[config.mk]
export PLATFORM = sky130hd
export DESIGN_NAME = asx_dev_flat
export DESIGN_NICKNAME = d
export VERILOG_FILES = /design/src/design/asx_pkg.sv /design/src/design/asx_link_if.sv /design/src/design/asx_dev.sv /design/src/design/asx_baud_gen.sv /design/src/flat_wrapper.sv
export SDC_FILE = /design/constraint.sdc
export NUM_CORES = 1
export LEC_CHECK = 0
export BUFFER_PORTS_ARGS = -buffer_cell sky130_fd_sc_hd__buf_2
export CORE_UTILIZATION = 30
export DETAILED_ROUTE_END_ITERATION = 16
export GPL_TIMING_DRIVEN = 0
export PLACE_DENSITY_LB_ADDON = 0.12
export SYNTH_ARGS = -nofsm -noshare
export SYNTH_HDL_FRONTEND = slang
export SYNTH_HIERARCHICAL = 1
export SYNTH_SLANG_ARGS = --single-unit
[constraint.sdc]
create_clock -name core_clk_i -period 7.22 [get_ports core_clk_i]
set_input_delay 0 -clock core_clk_i [delete_from_list [all_inputs] [get_ports core_clk_i]]
set_output_delay 0 -clock core_clk_i [all_outputs]
set_load 0.01 [all_outputs]
[src/design/asx_pkg.sv]
// Shared constants for the asynchronous serial unit
package asx_pkg;
	localparam int DIV_W = 13;
	localparam int OVS = 16;
	localparam int ADDR_W = 3;
	localparam int DATA_W = 16;
	localparam logic [DIV_W-1:0] DIV_RESET = 13'h0000;
	localparam logic [ADDR_W-1:0] ADDR_DATA = 3'h0;
	localparam logic [ADDR_W-1:0] ADDR_CTRL = 3'h1;
	localparam logic [ADDR_W-1:0] ADDR_STAT = 3'h2;
	localparam logic [ADDR_W-1:0] ADDR_BAUD = 3'h3;
	localparam int CB_TX_EN = 0;
	localparam int CB_BREAK = 1;
	localparam int CB_TXIE = 2;
	localparam int CB_LONG = 3;
	localparam int CB_PAR_EN = 4;
	localparam int CB_PAR_ODD = 5;
	localparam int CB_RX_EN = 6;
	localparam int SB_TXE = 0;
	localparam int SB_RXF = 1;
	localparam int SB_OVR = 2;
	localparam int SB_FRM = 3;
	localparam int SB_PAR = 4;
	localparam int SB_ACT = 5;
	localparam int SB_TXIDLE = 6;
	localparam int FRAME_MAX = 11;
	localparam int CHAR_MAX = 9;
	localparam logic [3:0] FRAME_SHORT = 4'hA;
	localparam logic [3:0] FRAME_LONG = 4'hB;
	localparam logic [3:0] OVS_LAST = 4'hF;
	localparam logic [3:0] OVS_MID = 4'h8;
	localparam logic [3:0] FRAME_SHORT_OVS_START = 4'h0;
endpackage

[src/design/asx_link_if.sv]
// Serial link between the device end and the far end
interface asx_link_if;
	logic dev_tx;
	logic dev_tx_oe;
	logic far_tx;
	logic far_tx_oe;
	modport dev (output dev_tx, output dev_tx_oe, input far_tx, input far_tx_oe);
	modport far (input dev_tx, input dev_tx_oe, output far_tx, output far_tx_oe);
endinterface

[src/design/asx_dev.sv]
// Device end: registers, transmitter with preamble and break, receiver
// Behaviour
// - Frame is start, 8/9 data, stop
// - Thirteen-bit divisor counter, values 1 to 8191
// - Zero divisor stops the generator
// - Tick is 16x baud; tx divides again
// - Tx and rx independent, separate buffers
// - Second unread character dropped, overrun set
// - Enable rising edge queues all-ones preamble
// - Frame gets start 0 low, stop 1 high
// - Parity replaces character MSB when enabled
// - Empty flag set when buffer hands over
// - Empty flag and enable raise interrupt
// - Empty cleared by status read then write
// - Enabled idle transmitter drives 1
// - Disable finishes frame, then releases pin
// - Software waits for empty before disabling
// - Toggle enable between messages for preamble
// - Preamble length follows character length
// - Send-break loads all-zero frame
// - Break repeats; after clearing, one 1
// - Break is zero data and zero stop
// - Break sets framing, full, clears data
// - Two stop bits done by software MSB
module asx_dev #(
	parameter int DIV_W = asx_pkg::DIV_W
) (
	input wire logic core_clk_i,
	input wire logic rst_i,
	input wire logic [asx_pkg::ADDR_W-1:0] addr_i,
	input wire logic [asx_pkg::DATA_W-1:0] wdata_i,
	input wire logic wr_i,
	input wire logic rd_i,
	output logic [asx_pkg::DATA_W-1:0] rdata_o,
	output logic tx_irq_o,
	asx_link_if.dev link
);
	typedef enum logic [1:0] {TX_OFF, TX_IDLE, TX_SHIFT} asx_txs_t;
	typedef enum logic [1:0] {RX_HUNT, RX_BITS} asx_rxs_t;
	typedef struct packed {
		logic [6:0] ctrl;
		logic [DIV_W-1:0] div;
		logic [8:0] tx_buf;
		logic tx_empty;
		logic stat_seen;
		logic preamble_due;
		logic one_due;
		asx_txs_t txs;
		logic [asx_pkg::FRAME_MAX-1:0] sh;
		logic [3:0] bits_left;
		logic [3:0] tx_ovs;
		logic tx_line;
		logic tx_oe;
		logic [8:0] rx_data;
		logic rx_full;
		logic ovr;
		logic frm;
		logic par_err;
		asx_rxs_t rxs;
		logic [3:0] rx_ovs;
		logic [3:0] rx_cnt;
		logic [asx_pkg::FRAME_MAX-1:0] rx_sh;
		logic [1:0] rx_sync;
		logic [asx_pkg::DATA_W-1:0] rdata;
	} asx_dev_t;
	asx_dev_t st_reg;
	asx_dev_t st_next;
	logic tick;
	logic long_mode;
	logic par_bit;
	logic [3:0] flen;
	logic [8:0] chr;
	logic rx_bit;
	logic [asx_pkg::FRAME_MAX-1:0] rx_fr;
	logic [asx_pkg::DATA_W-1:0] stat_word;

	asx_baud_gen #(.DIV_W(DIV_W)) u_baud (
		.core_clk_i(core_clk_i),
		.rst_i(rst_i),
		.divisor_i(st_reg.div),
		.tick_o(tick)
	);

	always_comb begin
		st_next = st_reg;
		long_mode = st_reg.ctrl[asx_pkg::CB_LONG];
		flen = long_mode ? asx_pkg::FRAME_LONG : asx_pkg::FRAME_SHORT;
		chr = st_reg.tx_buf;
		if (!long_mode) begin
			chr[8] = 1'b0;
		end
		par_bit = (long_mode ? ^chr[7:0] : ^chr[6:0])
			^ st_reg.ctrl[asx_pkg::CB_PAR_ODD];
		if (st_reg.ctrl[asx_pkg::CB_PAR_EN]) begin
			if (long_mode) begin
				chr[8] = par_bit;
			end else begin
				chr[7] = par_bit;
			end
		end
		rx_bit = st_reg.rx_sync[1];
		rx_fr = {rx_bit, st_reg.rx_sh[asx_pkg::FRAME_MAX-1:1]};
		stat_word = '0;
		stat_word[asx_pkg::SB_TXE] = st_reg.tx_empty;
		stat_word[asx_pkg::SB_RXF] = st_reg.rx_full;
		stat_word[asx_pkg::SB_OVR] = st_reg.ovr;
		stat_word[asx_pkg::SB_FRM] = st_reg.frm;
		stat_word[asx_pkg::SB_PAR] = st_reg.par_err;
		stat_word[asx_pkg::SB_ACT] = (st_reg.rxs == RX_BITS);
		stat_word[asx_pkg::SB_TXIDLE] = (st_reg.txs != TX_SHIFT);
		st_next.rx_sync = {st_reg.rx_sync[0], link.far_tx};
		st_next.rdata = '0;

		// Register reads
		if (rd_i) begin
			unique case (addr_i)
				asx_pkg::ADDR_DATA: begin
					st_next.rdata = {7'h00, st_reg.rx_data};
					st_next.rx_full = 1'b0;
				end
				asx_pkg::ADDR_CTRL: st_next.rdata = {9'h000, st_reg.ctrl};
				asx_pkg::ADDR_STAT: begin
					st_next.rdata = stat_word;
					st_next.stat_seen = 1'b1;
				end
				asx_pkg::ADDR_BAUD: st_next.rdata = {3'h0, st_reg.div};
				default: st_next.rdata = '0;
			endcase
		end
		if (wr_i) begin
			unique case (addr_i)
				asx_pkg::ADDR_DATA: begin
					st_next.tx_buf = wdata_i[8:0];
					if (st_reg.stat_seen) begin
						st_next.tx_empty = 1'b0;
						st_next.stat_seen = 1'b0;
					end
				end
				asx_pkg::ADDR_CTRL: begin
					st_next.ctrl = wdata_i[6:0];
					if (wdata_i[asx_pkg::CB_TX_EN]
						&& !st_reg.ctrl[asx_pkg::CB_TX_EN]) begin
						st_next.preamble_due = 1'b1;
					end
					if (!wdata_i[asx_pkg::CB_BREAK]
						&& st_reg.ctrl[asx_pkg::CB_BREAK]) begin
						st_next.one_due = 1'b1;
					end
				end
				asx_pkg::ADDR_STAT: begin
					if (st_reg.stat_seen) begin
						st_next.ovr = 1'b0;
						st_next.frm = 1'b0;
						st_next.par_err = 1'b0;
						st_next.stat_seen = 1'b0;
					end
				end
				asx_pkg::ADDR_BAUD: st_next.div = wdata_i[DIV_W-1:0];
				default: ;
			endcase
		end

		// Transmitter, one bit per 16 ticks
		unique case (st_reg.txs)
			TX_OFF: begin
				st_next.tx_oe = 1'b0;
				st_next.tx_line = 1'b1;
				if (st_reg.ctrl[asx_pkg::CB_TX_EN]) begin
					st_next.txs = TX_IDLE;
				end
			end
			TX_IDLE: begin
				st_next.tx_oe = 1'b1;
				st_next.tx_line = 1'b1;
				st_next.tx_ovs = '0;
				if (!st_reg.ctrl[asx_pkg::CB_TX_EN]) begin
					st_next.txs = TX_OFF;
				end else if (tick) begin
					st_next.bits_left = flen;
					st_next.txs = TX_SHIFT;
					if (st_reg.one_due) begin
						// Single mark bit after a break
						st_next.sh = '1;
						st_next.bits_left = 4'h1;
						st_next.one_due = 1'b0;
					end else if (st_reg.ctrl[asx_pkg::CB_BREAK]) begin
						st_next.sh = '0;
					end else if (st_reg.preamble_due) begin
						st_next.sh = '1;
						st_next.preamble_due = 1'b0;
					end else if (!st_reg.tx_empty) begin
						if (long_mode) begin
							st_next.sh = {1'b1, chr, 1'b0};
						end else begin
							st_next.sh = {2'b11, chr[7:0], 1'b0};
						end
						st_next.tx_empty = 1'b1;
						st_next.stat_seen = 1'b0;
					end else begin
						st_next.txs = TX_IDLE;
					end
					// First bit drives now so it lasts a full 16 ticks
					if (st_next.txs == TX_SHIFT) begin
						st_next.tx_line = st_next.sh[0];
					end
				end
			end
			TX_SHIFT: begin
				st_next.tx_line = st_reg.sh[0];
				if (tick) begin
					st_next.tx_ovs = st_reg.tx_ovs + 1'b1;
					if (st_reg.tx_ovs == asx_pkg::OVS_LAST) begin
						st_next.sh = {1'b1, st_reg.sh[asx_pkg::FRAME_MAX-1:1]};
						st_next.bits_left = st_reg.bits_left - 1'b1;
						if (st_reg.bits_left == 4'h1
							&& st_reg.ctrl[asx_pkg::CB_BREAK]
							&& st_reg.ctrl[asx_pkg::CB_TX_EN]
							&& !st_reg.one_due) begin
							// Breaks back to back, no mark gap between
							st_next.sh = '0;
							st_next.bits_left = flen;
							st_next.tx_line = 1'b0;
						end else if (st_reg.bits_left == 4'h1) begin
							st_next.txs = TX_IDLE;
							st_next.tx_line = 1'b1;
						end else begin
							st_next.tx_line = st_reg.sh[1];
						end
					end
				end
			end
			default: st_next.txs = TX_OFF;
		endcase

		// Receiver, middle-of-bit sample
		unique case (st_reg.rxs)
			RX_HUNT: begin
				st_next.rx_ovs = '0;
				if (tick && !rx_bit && st_reg.ctrl[asx_pkg::CB_RX_EN]) begin
					st_next.rxs = RX_BITS;
					st_next.rx_cnt = flen;
					st_next.rx_sh = '0;
				end
			end
			RX_BITS: begin
				if (tick) begin
					st_next.rx_ovs = st_reg.rx_ovs + 1'b1;
					if (st_reg.rx_ovs == asx_pkg::OVS_MID) begin
						st_next.rx_sh = rx_fr;
						st_next.rx_cnt = st_reg.rx_cnt - 1'b1;
						if (st_reg.rx_cnt == 4'h1) begin
							st_next.rxs = RX_HUNT;
							if (!long_mode) begin
								rx_fr = {1'b0, rx_fr[asx_pkg::FRAME_MAX-1:1]};
							end
							if (st_reg.rx_full) begin
								st_next.ovr = 1'b1;
							end else begin
								st_next.rx_full = 1'b1;
								st_next.frm = long_mode ? !rx_fr[10]
									: !rx_fr[9];
								st_next.rx_data = (rx_fr[10:1] == '0)
									? 9'h000 : rx_fr[9:1];
								if (!long_mode) begin
									st_next.rx_data[8] = 1'b0;
								end
							end
						end
					end
				end
			end
			default: st_next.rxs = RX_HUNT;
		endcase
	end

	always_ff @(posedge core_clk_i) begin
		if (rst_i) begin
			st_reg <= '0;
			st_reg.tx_line <= 1'b1;
			st_reg.tx_empty <= 1'b1;
			st_reg.rx_sync <= 2'b11;
			st_reg.div <= asx_pkg::DIV_RESET;
		end else begin
			st_reg <= st_next;
		end
	end

	assign rdata_o = st_reg.rdata;
	assign tx_irq_o = st_reg.tx_empty & st_reg.ctrl[asx_pkg::CB_TXIE];
	assign link.dev_tx = st_reg.tx_line;
	assign link.dev_tx_oe = st_reg.tx_oe;
endmodule

[src/design/asx_baud_gen.sv]
// Baud divider producing the sixteen-times oversampling tick
module asx_baud_gen #(
	parameter int DIV_W = asx_pkg::DIV_W
) (
	input wire logic core_clk_i,
	input wire logic rst_i,
	input wire logic [DIV_W-1:0] divisor_i,
	output logic tick_o
);
	typedef struct packed {
		logic [DIV_W-1:0] cnt;
		logic tick;
	} asx_bg_t;
	asx_bg_t st_reg;
	asx_bg_t st_next;

	always_comb begin
		st_next = st_reg;
		st_next.tick = 1'b0;
		if (divisor_i == '0) begin
			st_next.cnt = '0;
		end else if (st_reg.cnt >= divisor_i - 1'b1) begin
			st_next.cnt = '0;
			st_next.tick = 1'b1;
		end else begin
			st_next.cnt = st_reg.cnt + 1'b1;
		end
	end

	always_ff @(posedge core_clk_i) begin
		if (rst_i) begin
			st_reg <= '0;
		end else begin
			st_reg <= st_next;
		end
	end

	assign tick_o = st_reg.tick;
endmodule

[src/flat_wrapper.sv]
// flat-port wrapper written by rule: the top's interface ports become plain ports
module asx_dev_flat 
#(
	parameter int DIV_W = asx_pkg::DIV_W
)
  (core_clk_i, rst_i, addr_i, wdata_i, wr_i, rd_i, rdata_o, tx_irq_o, link_dev_tx, link_dev_tx_oe, link_far_tx, link_far_tx_oe);
  asx_link_if link_i ();
  input wire logic core_clk_i;
  input wire logic rst_i;
  input wire logic [asx_pkg::ADDR_W-1:0] addr_i;
  input wire logic [asx_pkg::DATA_W-1:0] wdata_i;
  input wire logic wr_i;
  input wire logic rd_i;
  output logic [asx_pkg::DATA_W-1:0] rdata_o;
  output logic tx_irq_o;
  output wire logic [$bits(link_i.dev_tx)-1:0] link_dev_tx;
  output wire logic [$bits(link_i.dev_tx_oe)-1:0] link_dev_tx_oe;
  input wire logic [$bits(link_i.far_tx)-1:0] link_far_tx;
  input wire logic [$bits(link_i.far_tx_oe)-1:0] link_far_tx_oe;
  assign link_dev_tx = link_i.dev_tx;
  assign link_dev_tx_oe = link_i.dev_tx_oe;
  assign link_i.far_tx = link_far_tx;
  assign link_i.far_tx_oe = link_far_tx_oe;
  asx_dev #(.DIV_W(DIV_W)) u_core (.core_clk_i(core_clk_i), .rst_i(rst_i), .addr_i(addr_i), .wdata_i(wdata_i), .wr_i(wr_i), .rd_i(rd_i), .rdata_o(rdata_o), .tx_irq_o(tx_irq_o), .link(link_i));
endmodule
==> metrics.cfg <==
[floorplanning]
initial_core_util=0.308
dieHeight_um=141
core_region_area_um2=18800
die_area_um2=19800
io-pin-count=44
dieWidth_um=141
num_rows=50

[timing]
finalClockSkew_ps=5.99
hold_viol=0
worst_pin_slew_ps=707
fin_crit_sh=0.466
clock.fmax_ghz=0.297
drv_slew=0
rsz0062_at_grt=false
setup_viol=0
fin_tns_setup_ps=0
period_needed_ps=3360
hold_slack_ps=24.8
slew_headroom=0.528

[detailed_routing]
drt_iter0_markers=318
viasPerCell=4.88
drc_errors=0
first_pass_iters=4
drtAntennaViolNets=0
via_count=4914
routedWlPerCell_um=15.3
wl_um=15400

[power]
p_leak_uw=0.00276
totalPowerFinal_uw=1660
powerDensity_nw_per_um2=236
ir_drop_mv=0.119

[global_routing]
grt_remaining_overflow=0
grt_max_degree=17
grt_pass1_wl_um=24900
grt_usage=0.164
grt_pass1_vias=4923
antenna_found_initial=0

[finish]
final_nets=812
stdcell_count=1007
area_growth_pct=22.0
design_area_um2=7040
drive_above_1_share=0.135
antenna_cells=0
largest_register_ffs=76

[synthesis]
netlist_instances=688
postSynth.asyncResetShare=0
synth_area_um2=5770
syn_area_per_cell_um2=8.39
ys_types=56
synth_seq_cells=115
ys_dominant_reg_cell=dfxtp_1
yosys_warnings=6
yosysSeqAreaShare=0.399
synth-edff-count=0

[cts]
clk_latency_ps=420
cts.clk_slew.worst_paths_ps=50
cts.sinks=115
numCtsBuffers=17
cts_max_level=4
root_buffer=clkbuf_16
cts_tree=built
clock_path_buffers=2

[placed_design]
place.port_buffers=36
finalWeightedCongestion=0.810
placed_area_um2=6250
post-dp-hpwl_um=11600
dp_cells=960

[job]
maxCapViolCount=0

[critical_path]
worstSetupStartpointType=flip-flop
cp_max_fo=10
criticalPathCategory=reg -> reg
worst_ep_required_time_ps=7580
crit_arrival_ps=3720
end_kind=flip-flop

[status]
status=finished clean

[hold_path]
hp-class=in -> reg

placed cells by master (no fill, tap or decap), drive strengths merged, types with 3 or more instances in the layout:
cell type and n:
conb 3, a21oi 57, dlygate4sd3 15, bufinv 4, buf 63, nand2 88
nor3 18, a22oi 5, nand3b 4, xnor2 23, xor2 12, a31oi 3
and3 6, mux2i 27, ha 27, nand4 5, nor2 79, a211oi 15
nand3 18, nand2b 10, dfxtp 115, o21ai 10, and2 10, nor4 6
clkinv 3, or2 4, or3 12, or4 3, a221oi 7, a311oi 3
nand4b 3, nor2b 10, o22a 4, and4 4, a21o 3, clkbuf 48
inv 20
logic make-up after synthesis:
group / Yosys count / share of synthesized area
AND/OR/NAND/NOR: 286 / 0.239
flip-flops: 115 / 0.399
XOR/XNOR: 35 / 0.0531
AO/OA/AOI/OAI: 122 / 0.135
buffers and inverters: 72 / 0.0605
other: 1 / 0.000650
adder cells (fa/ha/maj): 27 / 0.0585
multiplexers: 30 / 0.0546
per-layer routing:
metal,vias to the layer above,GRT usage,part of all wire,wire [um]
met3,17,0.0343,0.031,480
met2,72,0.269,0.47,7230
met4,0,0.0641,0.014,221
met1,2308,0.211,0.48,7450
li1,2517,-,-,-
met5,-,0,0,0
repair_timing:
action / CTS / global route
hold buffers: 15 / 0
hold endpoints to repair: 33 / 0
setup buffers: 0 / 0
resized for setup: 0 / 0
per-stage QoR:
stage	setup slack [ps]	utilization
6_report	3860	0.375
5_1_grt	3680	0.375
4_1_cts	3860	0.375
3_5_place_dp	3870	0.333
3_3_place_gp	3940	0.333
2_1_floorplan	4270	-
final cells by class:
| cell class | instances | area, um2 |
|---|---|---|
| flip-flops and latches | 115 | 2300 |
| well taps | 234 | 293 |
| clock inverters | 9 | 150 |
| fillers | 1931 | 11700 |
| clock buffers | 23 | 488 |
| inverters | 20 | 75.1 |
| repair buffers | 51 | 330 |
| plain buffers | 52 | 274 |
| multi-input cells | 503 | 3130 |
cells in the mapped netlist (all sizes together), types with 4 or more instances:
master | instances | area (um2)
nand2b | 10 | 62.6
xor2 | 12 | 105
a21oi | 57 | 285
a211oi | 15 | 118
nand3b | 4 | 30.0
clkbuf | 25 | 93.8
nor4 | 6 | 37.5
and4 | 4 | 35.0
and3 | 6 | 37.5
ha | 27 | 338
xnor2 | 23 | 201
a22oi | 5 | 37.5
nand2 | 88 | 330
nor2b | 10 | 62.6
or3 | 12 | 75.1
nand4 | 5 | 31.3
or2 | 4 | 25.0
dfxtp | 115 | 2300
mux2i | 27 | 270
o22a | 4 | 35.0
buf | 27 | 180
nor3 | 18 | 90.1
nand3 | 18 | 90.1
inv | 20 | 75.1
o21ai | 10 | 50.1
a221oi | 7 | 61.3
nor2 | 79 | 297
and2 | 10 | 62.6
critical path: stages, from the launching register on:
cell,delay (ps)
dfxtp_1,370
nor4_1,490
nand2_1,230
or3_1,370
xor2_1,150
ha_1,320
nand4_1,140
nor4_1,80
or3_1,350
or4_4,540
buf_6,170
nor2_1,100
worst paths after layout:
kind / startpoint / endpoint / slack (ps) / cells after the start
max: u_core/st_reg[90]$_SDFFE_PP0P_ / u_core/u_baud/st_reg[12]$_SDFF_PP0_ / 3860 / 11
min: rst_i / u_core/u_baud/tick_o$_SDFF_PP0_ / 20 / 3
max reg2reg: u_core/st_reg[90]$_SDFFE_PP0P_ / u_core/u_baud/st_reg[12]$_SDFF_PP0_ / 3860 / 11
min reg2reg: u_core/st_next[17]$_SDFF_PP1_ / u_core/rx_bit$_SDFF_PP1_ / 420 / 1
power by group:
| part | leakage (uW) | switching, uW | internal, uW |
|---|---|---|---|
| Combinational | 0.00153 | 63.2 | 44.5 |
| Sequential | 0.000928 | 7.62 | 643 |
| Clock | 0.000309 | 295 | 612 |
| Total | 0.00276 | 366 | 1300 |
Power figures use the tool's default switching activity.
